$ cat src/rtl/ops_pkg.sv
`default_nettype none

package ops_pkg;

	// Clock timebase
	localparam int unsigned CLK_PERIOD_NS  = 40;

	// Field widths of the programmed ratios
	localparam int unsigned PRE_W          = 8;
	localparam int unsigned DIV_W          = 10;

	// Settling wait in prescaled-clock rising edges
	localparam int unsigned STAB_TICKS     = 256;
	localparam int unsigned STAB_W         = 9;

	// Reset stage that precedes the oscillator start
	localparam int unsigned POR_TIME_NS    = 1000;
	localparam int unsigned POR_CYC        = (POR_TIME_NS + CLK_PERIOD_NS - 1) / CLK_PERIOD_NS;

	// Longest time from power-down pin fall to both outputs floating
	localparam int unsigned PD_LIMIT_NS    = 1000000;
	localparam int unsigned PD_LIMIT_CYC   = PD_LIMIT_NS / CLK_PERIOD_NS;

	// Longest time from supply to oscillation, for reference
	localparam int unsigned PWRUP_LIMIT_NS = 1000000;

	// Reset values of the filtered pin levels
	localparam logic        GATE_RST       = 1'b0;
	localparam logic        PDN_RST        = 1'b0;

	typedef enum {
		ST_POR,
		ST_OFF,
		ST_WAIT_GATE,
		ST_STAB,
		ST_LOAD,
		ST_EN_REF,
		ST_EN_MAIN,
		ST_RUN,
		ST_PD_MAIN,
		ST_PD_REF
	} ops_state_e;

endpackage : ops_pkg

`default_nettype wire

$ cat src/rtl/ops_mclk_if.sv
`default_nettype none

interface ops_mclk_if;
	logic tick;   // One cycle at each prescaled-clock rising edge
	logic level;  // Prescaled clock waveform

	modport src (output tick, output level);
	modport snk (input tick, input level);
endinterface : ops_mclk_if

`default_nettype wire

$ cat src/rtl/ops_divider.sv
`default_nettype none

module ops_divider #(
	parameter int unsigned W = ops_pkg::DIV_W
) (
	input  wire logic         clk_in,    // Master clock
	input  wire logic         rst_in,    // Sync reset, high
	ops_mclk_if.snk           mclk,      // Prescaled clock in
	input  wire logic         clear_in,  // Hold counter at zero
	input  wire logic [W-1:0] ratio_in,  // Divide ratio minus one
	output logic              div_out    // Divided waveform
);
	import ops_pkg::*;

	logic [W-1:0] cnt;
	logic         act;

	// Clear beats a tick in the same cycle, so a held output never restarts
	always_ff @(posedge clk_in) begin
		if (rst_in || clear_in) begin
			cnt <= '0;
			act <= 1'b0;
		end else if (mclk.tick) begin
			if (!act) begin
				act <= 1'b1;
				cnt <= '0;
			end else if (cnt >= ratio_in) begin
				cnt <= '0;
			end else begin
				cnt <= W'(cnt + 1'b1);
			end
		end
	end

	// Divide-by-one passes the prescaled clock straight through
	always_comb begin
		if (!act) begin
			div_out = 1'b0;
		end else if (ratio_in == '0) begin
			div_out = mclk.level;
		end else begin
			div_out = (cnt <= (ratio_in >> 1));
		end
	end

endmodule : ops_divider

`default_nettype wire

$ cat src/rtl/ops_prescaler.sv
`default_nettype none

module ops_prescaler #(
	parameter int unsigned W = ops_pkg::PRE_W
) (
	input  wire logic         clk_in,    // Master clock
	input  wire logic         rst_in,    // Sync reset, high
	input  wire logic         run_in,    // Oscillator running
	input  wire logic [W-1:0] ratio_in,  // Divide ratio minus one
	ops_mclk_if.src           mclk       // Prescaled clock out
);
	import ops_pkg::*;

	logic [W-1:0] cnt;

	// Wrap on >= so a ratio shrinking mid-count cannot strand the counter
	always_ff @(posedge clk_in) begin
		if (rst_in || !run_in) begin
			cnt        <= '0;
			mclk.tick  <= 1'b0;
			mclk.level <= 1'b0;
		end else if (cnt >= ratio_in) begin
			cnt        <= '0;
			mclk.tick  <= 1'b1;
			mclk.level <= 1'b1;
		end else begin
			cnt        <= W'(cnt + 1'b1);
			mclk.tick  <= 1'b0;
			mclk.level <= (W'(cnt + 1'b1) <= (ratio_in >> 1));
		end
	end

endmodule : ops_prescaler

`default_nettype wire

$ cat src/rtl/ops_sequencer.sv
// Functional notes
// - Leaving power-down: enable reference output first if configured, then main output.
// - At supply-on run a reset stage, then start the oscillator.
// - After reset stage force both ratios to maximum, wait 256 prescaled cycles.
// - After the wait load programmed prescaler and divider ratios.
// - Last power-on steps: reference output if configured, then main output.
// - Gate low at start postpones the settling wait until gate rises.
// - Gate dropped during the wait keeps main output low afterwards.
// - Gate never affects reference output while running.
// - Gate low throughout power-up: reference output never starts.
// - Main output first rises one to two prescaled periods after gate rises.
// - Main output falls within one high pulse (plus one period when divide-by-one).
// - Power-down fall floats main output within one high pulse, at most 1 ms.
// - Power-down fall floats reference output within the same bounds.
// - Power-down rise gives first edges within 256 prescaled periods.
// - After supply-on each output rises within 256 periods past reset stage.
// - Supply to oscillation typically 0.1 ms, never over 1 ms.
// - Power-down: gate main off, clear dividers, float main, then float reference and stop clock in one cycle, halt.
// - Gate low holds main low at once or at its next fall; divider cleared.
// - Power-down release: start oscillator, maximum ratios, wait 256, restore ratios.
// - Gate sampled on prescaled clock rising edges, combined with divider output.
`default_nettype none

module ops_sequencer #(
	parameter int unsigned PRE_W        = ops_pkg::PRE_W,
	parameter int unsigned DIV_W        = ops_pkg::DIV_W,
	parameter int unsigned POR_CYC      = ops_pkg::POR_CYC,
	parameter int unsigned PD_LIMIT_CYC = ops_pkg::PD_LIMIT_CYC
) (
	input  wire logic             clk_in,                            // Master clock
	input  wire logic             rst_in,                            // Supply-on reset
	input  wire logic             gate_pin_in,                       // Output gate pin
	input  wire logic             pdn_n_pin_in,                      // Power-down pin, low
	input  wire logic [PRE_W-1:0] prog_prescale_in,                  // Stored M minus one
	input  wire logic [DIV_W-1:0] prog_divide_in,                    // Stored N minus one
	input  wire logic             reference_disable_bit_in,          // Reference off
	output logic                  main_divided_output_out,           // Main output level
	output logic                  main_divided_output_oe_out,        // Main output drive
	output logic                  reference_prescaled_output_out,    // Reference level
	output logic                  reference_prescaled_output_oe_out, // Reference drive
	output logic                  osc_run_out,                       // Oscillator on
	output logic                  ratios_loaded_out                  // Programmed ratios
);
	import ops_pkg::*;

	localparam int unsigned TMR_W = $clog2(PD_LIMIT_CYC + POR_CYC + 2);

	ops_mclk_if mclk ();

	ops_state_e       state;
	logic [TMR_W-1:0] tmr;
	logic [STAB_W-1:0] stab_cnt;
	logic             gate_s1;
	logic             gate_s2;
	logic             gate_s3;
	logic             gate_f;
	logic             pdn_s1;
	logic             pdn_s2;
	logic             pdn_s3;
	logic             pdn_f;
	logic             gate_smp;
	logic             osc_run;
	logic             use_prog;
	logic             ref_en;
	logic             ref_drive;
	logic             main_en;
	logic             main_drive;
	logic             div_out;
	logic             div_clear;
	logic             pd_timeout;
	logic [PRE_W-1:0] pre_ratio;
	logic [DIV_W-1:0] div_ratio;

	// Pin synchronisers: a level counts once the second and third stages agree
	always_ff @(posedge clk_in) begin
		if (rst_in) begin
			gate_s1 <= GATE_RST;
			gate_s2 <= GATE_RST;
			gate_s3 <= GATE_RST;
			gate_f  <= GATE_RST;
		end else begin
			gate_s1 <= gate_pin_in;
			gate_s2 <= gate_s1;
			gate_s3 <= gate_s2;
			if (gate_s2 == gate_s3) begin
				gate_f <= gate_s3;
			end
		end
	end

	always_ff @(posedge clk_in) begin
		if (rst_in) begin
			pdn_s1 <= PDN_RST;
			pdn_s2 <= PDN_RST;
			pdn_s3 <= PDN_RST;
			pdn_f  <= PDN_RST;
		end else begin
			pdn_s1 <= pdn_n_pin_in;
			pdn_s2 <= pdn_s1;
			pdn_s3 <= pdn_s2;
			if (pdn_s2 == pdn_s3) begin
				pdn_f <= pdn_s3;
			end
		end
	end

	// Maximum ratios until the settling wait is over
	assign pre_ratio = use_prog ? prog_prescale_in : '1;
	assign div_ratio = use_prog ? prog_divide_in : '1;

	ops_prescaler #(
		.W        (PRE_W)
	) u_prescaler (
		.clk_in   (clk_in),
		.rst_in   (rst_in),
		.run_in   (osc_run),
		.ratio_in (pre_ratio),
		.mclk     (mclk.src)
	);

	ops_divider #(
		.W        (DIV_W)
	) u_divider (
		.clk_in   (clk_in),
		.rst_in   (rst_in),
		.mclk     (mclk.snk),
		.clear_in (div_clear),
		.ratio_in (div_ratio),
		.div_out  (div_out)
	);

	// Gate is resampled only at prescaled rising edges; power-down looks like a low gate
	always_ff @(posedge clk_in) begin
		if (rst_in || state == ST_OFF) begin
			gate_smp <= 1'b0;
		end else if (mclk.tick) begin
			gate_smp <= gate_f && pdn_f;
		end
	end

	// Clear only once the divided level is low, so a high pulse is never cut
	assign div_clear = !gate_smp && !div_out;

	// Timer serves the reset stage and the power-down bound
	always_ff @(posedge clk_in) begin
		if (rst_in) begin
			tmr <= '0;
		end else if (state == ST_POR || state == ST_PD_MAIN || state == ST_PD_REF) begin
			if (tmr != '1) begin
				tmr <= TMR_W'(tmr + 1'b1);
			end
		end else begin
			tmr <= '0;
		end
	end

	assign pd_timeout = (tmr >= TMR_W'(PD_LIMIT_CYC - 1));

	// Settling wait counted in prescaled rising edges
	always_ff @(posedge clk_in) begin
		if (rst_in || state != ST_STAB) begin
			stab_cnt <= '0;
		end else if (mclk.tick) begin
			stab_cnt <= STAB_W'(stab_cnt + 1'b1);
		end
	end

	always_ff @(posedge clk_in) begin
		if (rst_in) begin
			state      <= ST_POR;
			osc_run    <= 1'b0;
			use_prog   <= 1'b0;
			ref_en     <= 1'b0;
			ref_drive  <= 1'b0;
			main_en    <= 1'b0;
			main_drive <= 1'b0;
		end else begin
			case (state)
				ST_POR: begin
					// Oscillator held off while the reset stage runs
					if (tmr >= TMR_W'(POR_CYC - 1)) begin
						osc_run <= 1'b1;
						state   <= ST_WAIT_GATE;
					end
				end
				ST_OFF: begin
					if (pdn_f) begin
						osc_run  <= 1'b1;
						use_prog <= 1'b0;
						state    <= ST_WAIT_GATE;
					end
				end
				ST_WAIT_GATE: begin
					if (!pdn_f) begin
						state <= ST_PD_MAIN;
					end else if (gate_f) begin
						state <= ST_STAB;
					end
				end
				ST_STAB: begin
					if (!pdn_f) begin
						state <= ST_PD_MAIN;
					end else if (mclk.tick && stab_cnt == STAB_W'(STAB_TICKS - 1)) begin
						state <= ST_LOAD;
					end
				end
				ST_LOAD: begin
					use_prog <= 1'b1;
					state    <= ST_EN_REF;
				end
				ST_EN_REF: begin
					// Waiting for a low phase keeps the first reference pulse whole
					if (!pdn_f) begin
						state <= ST_PD_MAIN;
					end else if (reference_disable_bit_in) begin
						state <= ST_EN_MAIN;
					end else if (!mclk.level || pre_ratio == '0) begin
						ref_en    <= 1'b1;
						ref_drive <= 1'b1;
						state     <= ST_EN_MAIN;
					end
				end
				ST_EN_MAIN: begin
					if (!pdn_f) begin
						state <= ST_PD_MAIN;
					end else if (!div_out || (pre_ratio == '0 && div_ratio == '0)) begin
						// Overall divide-by-one has no low phase, so it must not stall here
						main_en    <= 1'b1;
						main_drive <= 1'b1;
						state      <= ST_RUN;
					end
				end
				ST_RUN: begin
					if (!pdn_f) begin
						state <= ST_PD_MAIN;
					end
				end
				ST_PD_MAIN: begin
					if (!div_out || pd_timeout) begin
						main_en    <= 1'b0;
						main_drive <= 1'b0;
						state      <= ST_PD_REF;
					end
				end
				ST_PD_REF: begin
					if (!mclk.level || pd_timeout) begin
						ref_en    <= 1'b0;
						ref_drive <= 1'b0;
						osc_run   <= 1'b0;
						use_prog  <= 1'b0;
						state     <= ST_OFF;
					end
				end
				default: begin
					state <= ST_POR;
				end
			endcase
		end
	end

	// Pin drivers registered so no combinational glitch reaches them
	always_ff @(posedge clk_in) begin
		if (rst_in) begin
			main_divided_output_out           <= 1'b0;
			main_divided_output_oe_out        <= 1'b0;
			reference_prescaled_output_out    <= 1'b0;
			reference_prescaled_output_oe_out <= 1'b0;
			osc_run_out                       <= 1'b0;
			ratios_loaded_out                 <= 1'b0;
		end else begin
			main_divided_output_out           <= main_en && div_out;
			main_divided_output_oe_out        <= main_drive;
			reference_prescaled_output_out    <= ref_en && mclk.level;
			reference_prescaled_output_oe_out <= ref_drive;
			osc_run_out                       <= osc_run;
			ratios_loaded_out                 <= use_prog;
		end
	end

endmodule : ops_sequencer

`default_nettype wire

$ cat config.mk
export PLATFORM = sky130hd
export DESIGN_NAME = ops_sequencer
export DESIGN_NICKNAME = d
export VERILOG_FILES = /design/src/rtl/ops_pkg.sv /design/src/rtl/ops_mclk_if.sv /design/src/rtl/ops_divider.sv /design/src/rtl/ops_prescaler.sv /design/src/rtl/ops_sequencer.sv
export SDC_FILE = /design/constraint.sdc
export NUM_CORES = 1
export LEC_CHECK = 0
export BUFFER_PORTS_ARGS = -buffer_cell sky130_fd_sc_hd__buf_2
export CORE_UTILIZATION = 50
export CTS_BUF_LIST = sky130_fd_sc_hd__clkbuf_4
export CTS_CLUSTER_SIZE = 30
export DETAILED_ROUTE_END_ITERATION = 7
export GPL_ROUTABILITY_DRIVEN = 1
export GPL_TIMING_DRIVEN = 1
export PLACE_DENSITY_LB_ADDON = 0.05
export SYNTH_ARGS = -nofsm -noshare
export SYNTH_HDL_FRONTEND = slang
export SYNTH_SLANG_ARGS = --single-unit
$ cat constraint.sdc
create_clock -name clk_in -period 2.9 [get_ports clk_in]
set_input_delay 0.435 -clock clk_in [delete_from_list [all_inputs] [get_ports clk_in]]
set_output_delay 0.435 -clock clk_in [all_outputs]
set_load 0.02 [all_outputs]
==> summary.md <==
| Metric | Value |
|---|---|
| Crit-path cells | buf_4, nand2b_1, ha_1, nand2b_1, a21o_1, a21o_1, a221oi_2, o21ai_4, nor4_1, a21oi_1, nor2_2 |
| Vias in the first global route | 3,168 |
| Critical path type | reg -> reg |
| Ys Warns | 0 |
| CTS buffer count | 9 |
| Post-synthesis compound-gate area fraction | 17.0% |
| Clock Sinks | 68 |
| Simple-gate area share of the yosys netlist | 28.5% |
| DP Worst Slack | approximately 0.22 ns |
| WP data required | 3.27 ns |
| Min Clock Period, post-route | 2.54 ns |
| Final WS setup | 0.362 ns |
| Net Count, Synth | between 500 and 600 |
| Class of the worst hold path | in -> reg |
| Main combinational cell family by area after synthesis | simple AND/OR/NAND/NOR gates |
| Post-synth EDFFs | 0 |
| Pleak | ~1.8 nW |
| CP startpoint kind | flop |
| Achievable frequency | between 300 and 400 MHz |
| Status | finished, final reports clean |
| H-tree depth | 3 |
| Crit path capture type | flop |
| Post-DP HPWL | around 6.2 mm |
| Routability Congestion | 0.814 |
| # DRC | 0 |
| Largest net degree at the start of global routing | 26 |
| Clk root buf | clkbuf_4 |
| Peak VDD IR | between 300 and 400 uV |
| Sequential power share | 50.1% |
| Max-slew violations | 0 |
| Max_cap viols | 0 |
| Reg clk slew, reported paths | 0.12 ns |
| Slew HR | 40.5% |
| Net switching power | 0.633 mW |
| Post-synthesis instance area | 4020 sq um |
| Setup TNS | 0 ns |
| Worst reg-to-reg setup slack | between 0.3 and 0.4 ns |
| Synth Area in XOR/XNOR | ~5% |
| Layout cells sized above 1 | 13.8% |
| Via density per instance | 5.44 |
| Detailed Routing Iterations Pass 1 | 4 |
| Number of distinct library cells after synthesis | 60 |
| Top-count cell post-synth | dfxtp_1 |
| Die X | 91.6 microns |
| Adder-cell share of the synthesized area | 11.2% |
| Initial core utilization | 51.7% |
| Worst path max stage delay | 0.48 ns |
| Area growth, synth to finish | 10.2% |
| Switching share of total power | 29.9% |
| RSZ-0062 raised after global routing | no |
| GRT Overall Usage | 21.6% |
| Starting DRC count in detailed routing | 99 |
| # nets final | between 500 and 600 |
| Site row count | 32 |
| FF+latch count, synth | 68 |
| Layout Skew | 0.0182 ns |
| CTS tree | yes |
| Register area share after synthesis | 33.9% |
| CTS Buffer Depth | 2 |
| Core box area | 7770 sq um |
| Synth top area share | between 30% and 40% |
| N_diodes | 0 |
| Synth top area cells | dfxtp_1 34%, ha_1 11%, nor2b_1 5.0% |
| CP Max Fanout | 18 |
| CP max stage cell | dfxtp_1 |
| First-pass GRT wire length | between 10 and 15 mm |
| Comb pwr share | 17.3% |
| DR WL/cell | 13.6 microns |
| Filler Cell Count | about 770 |
| Clock share of power | 32.6% |
| Post-Synthesis Cells | 481 |
| Port Buffers | 28 |
| Setup-failing EPs final | 0 |
| Num ports | 29 |
| Most frequent cells after synthesis | 68 x dfxtp_1, 51 x nor2_1, 36 x ha_1 |
| Grt ovf | 0 |
| Post-CTS setup buffers | 0 |
| Pint | 1.48 mW |
| Cts hold-fix bufs | 0 |
| Buf+Inv Stages, Crit Path | 1 |
| Worst-Margin Slew | 0.886 ns |
| Die Height | 91.6 microns |
| CP arrival | 2.91 ns |
| Cell area power density | around 480 nW/um^2 |
| Die area | 8400 sq um |
| Synth area leader | dfxtp_1 |
| Vias | 3,352 |
| Post-synth ARST share | 0% |
| Mean Syn Cell Area | 8.35 sq um |
| Delay-heaviest family, CP | compound AO/OA/AOI/OAI gates |
| Worst skew pair latency | 0.42 ns |
| Initial antenna violation count | 0 |
| Final wirelength | 8.35 mm |
| Prevailing post-synth register cell | dfxtp_1 |
| # resized after CTS | 0 |
| Period utilization | 87.5% |
| Final hold vios | 0 |
| Multiplexer area fraction after synthesis | less than 1% |
| DRT antenna net count | 0 |
==> cell families after synthesis <==
logic type | count (synthesis)
buf+inv | 34
xor+xnor | 23
mux | 3
simple gates | 215
compound gates | 102
fa+ha+maj | 36
flops | 68
==> worst paths after layout <==
check / from / endpoint / cells after the start
max: use_prog$_SDFFE_PP0P_ / u_divider.cnt[5]$_SDFFE_PP0P_ / 11
min reg2reg: pdn_s1$_SDFF_PP0_ / pdn_s2$_SDFF_PP0_ / 1
min: pdn_n_pin_in / pdn_s1$_SDFF_PP0_ / 2
max reg2reg: use_prog$_SDFFE_PP0P_ / u_divider.cnt[5]$_SDFFE_PP0P_ / 11
==> registers in the layout, indices dropped and copies added, names as in the netlist, 4 cells and up <==
name             flops
tmr                 15
u_divider.cnt       10
stab_cnt             9
u_prescaler.cnt      8
state                4
==> power by group through the flow <==
stage          clock (mW)  combinational, mW  sequential, mW
6_report            0.689              0.366            1.06
3_5_place_dp            0              0.366            1.08
2_1_floorplan           0              0.305            1.04
3_3_place_gp            0              0.358            1.08
5_1_grt             0.753              0.412            1.07
4_1_cts             0.709              0.368            1.06
==> layer usage <==
metal  GRT usage (%)  wire (microns)  vias up
li1                -               -     1767
met1            29.7            4280     1516
met2            33.3            3650       58
met3            4.48             317       11
met4            7.80             112        0
met5               0               0        -
==> area by class of cell <==
cell class                 count  area, sq um  share of cell area (%)
inverter                      17         63.8                    1.44
clock inverter                 7         91.3                    2.06
tap                          102          128                    2.88
clock buffer                   9         67.6                    1.53
sequential                    68         1360                    30.8
multi-input combinational    379         2530                    57.1
timing repair buffer          34          185                    4.18
==> layout by cell type (no fill, tap or decap), types with 2 or more instances in the layout <==
master / netlist / routed
a211oi_1: 4 / 4
a21o_1: 7 / 7
a21oi_1: 35 / 35
a311oi_1: 2 / 2
a31oi_1: 3 / 3
and2_1: 3 / 3
and3_1: 11 / 11
and4_1: 2 / 2
buf_2: 5 / 28
buf_4: 0 / 6
bufinv_16: 0 / 2
clkbuf_4: 0 / 9
clkinv_2: 0 / 3
dfxtp_1: 68 / 68
ha_1: 36 / 36
inv_1: 16 / 16
mux2i_1: 3 / 3
nand2_1: 31 / 31
nand2b_1: 11 / 11
nand3_1: 12 / 12
nand4_1: 12 / 12
nor2_1: 51 / 51
nor2_2: 10 / 10
nor2b_1: 32 / 32
nor3_1: 12 / 12
nor3b_1: 10 / 10
nor4_1: 5 / 5
nor4b_1: 2 / 2
o211ai_1: 2 / 2
o21a_1: 4 / 4
o21ai_0: 16 / 16
o21ai_1: 7 / 7
o31ai_1: 2 / 2
or3_1: 5 / 5
or4_1: 2 / 2
xnor2_1: 9 / 9
xor2_1: 14 / 14
==> through the flow <==
stage          util, %  hold WS [ns]  power (mW)  instance area, sq um  instances
3_3_place_gp      54.7         0.430        1.44                  4250        600
3_5_place_dp      54.7         0.429        1.45                  4250        600
2_1_floorplan        -         0.414        1.35                  4020        481
5_1_grt           57.0         0.206        2.24                  4430        616
4_1_cts           56.7         0.204        2.14                  4400        616
6_report          57.0         0.226        2.11                  4430        616
(Power assumes the default switching activity.)
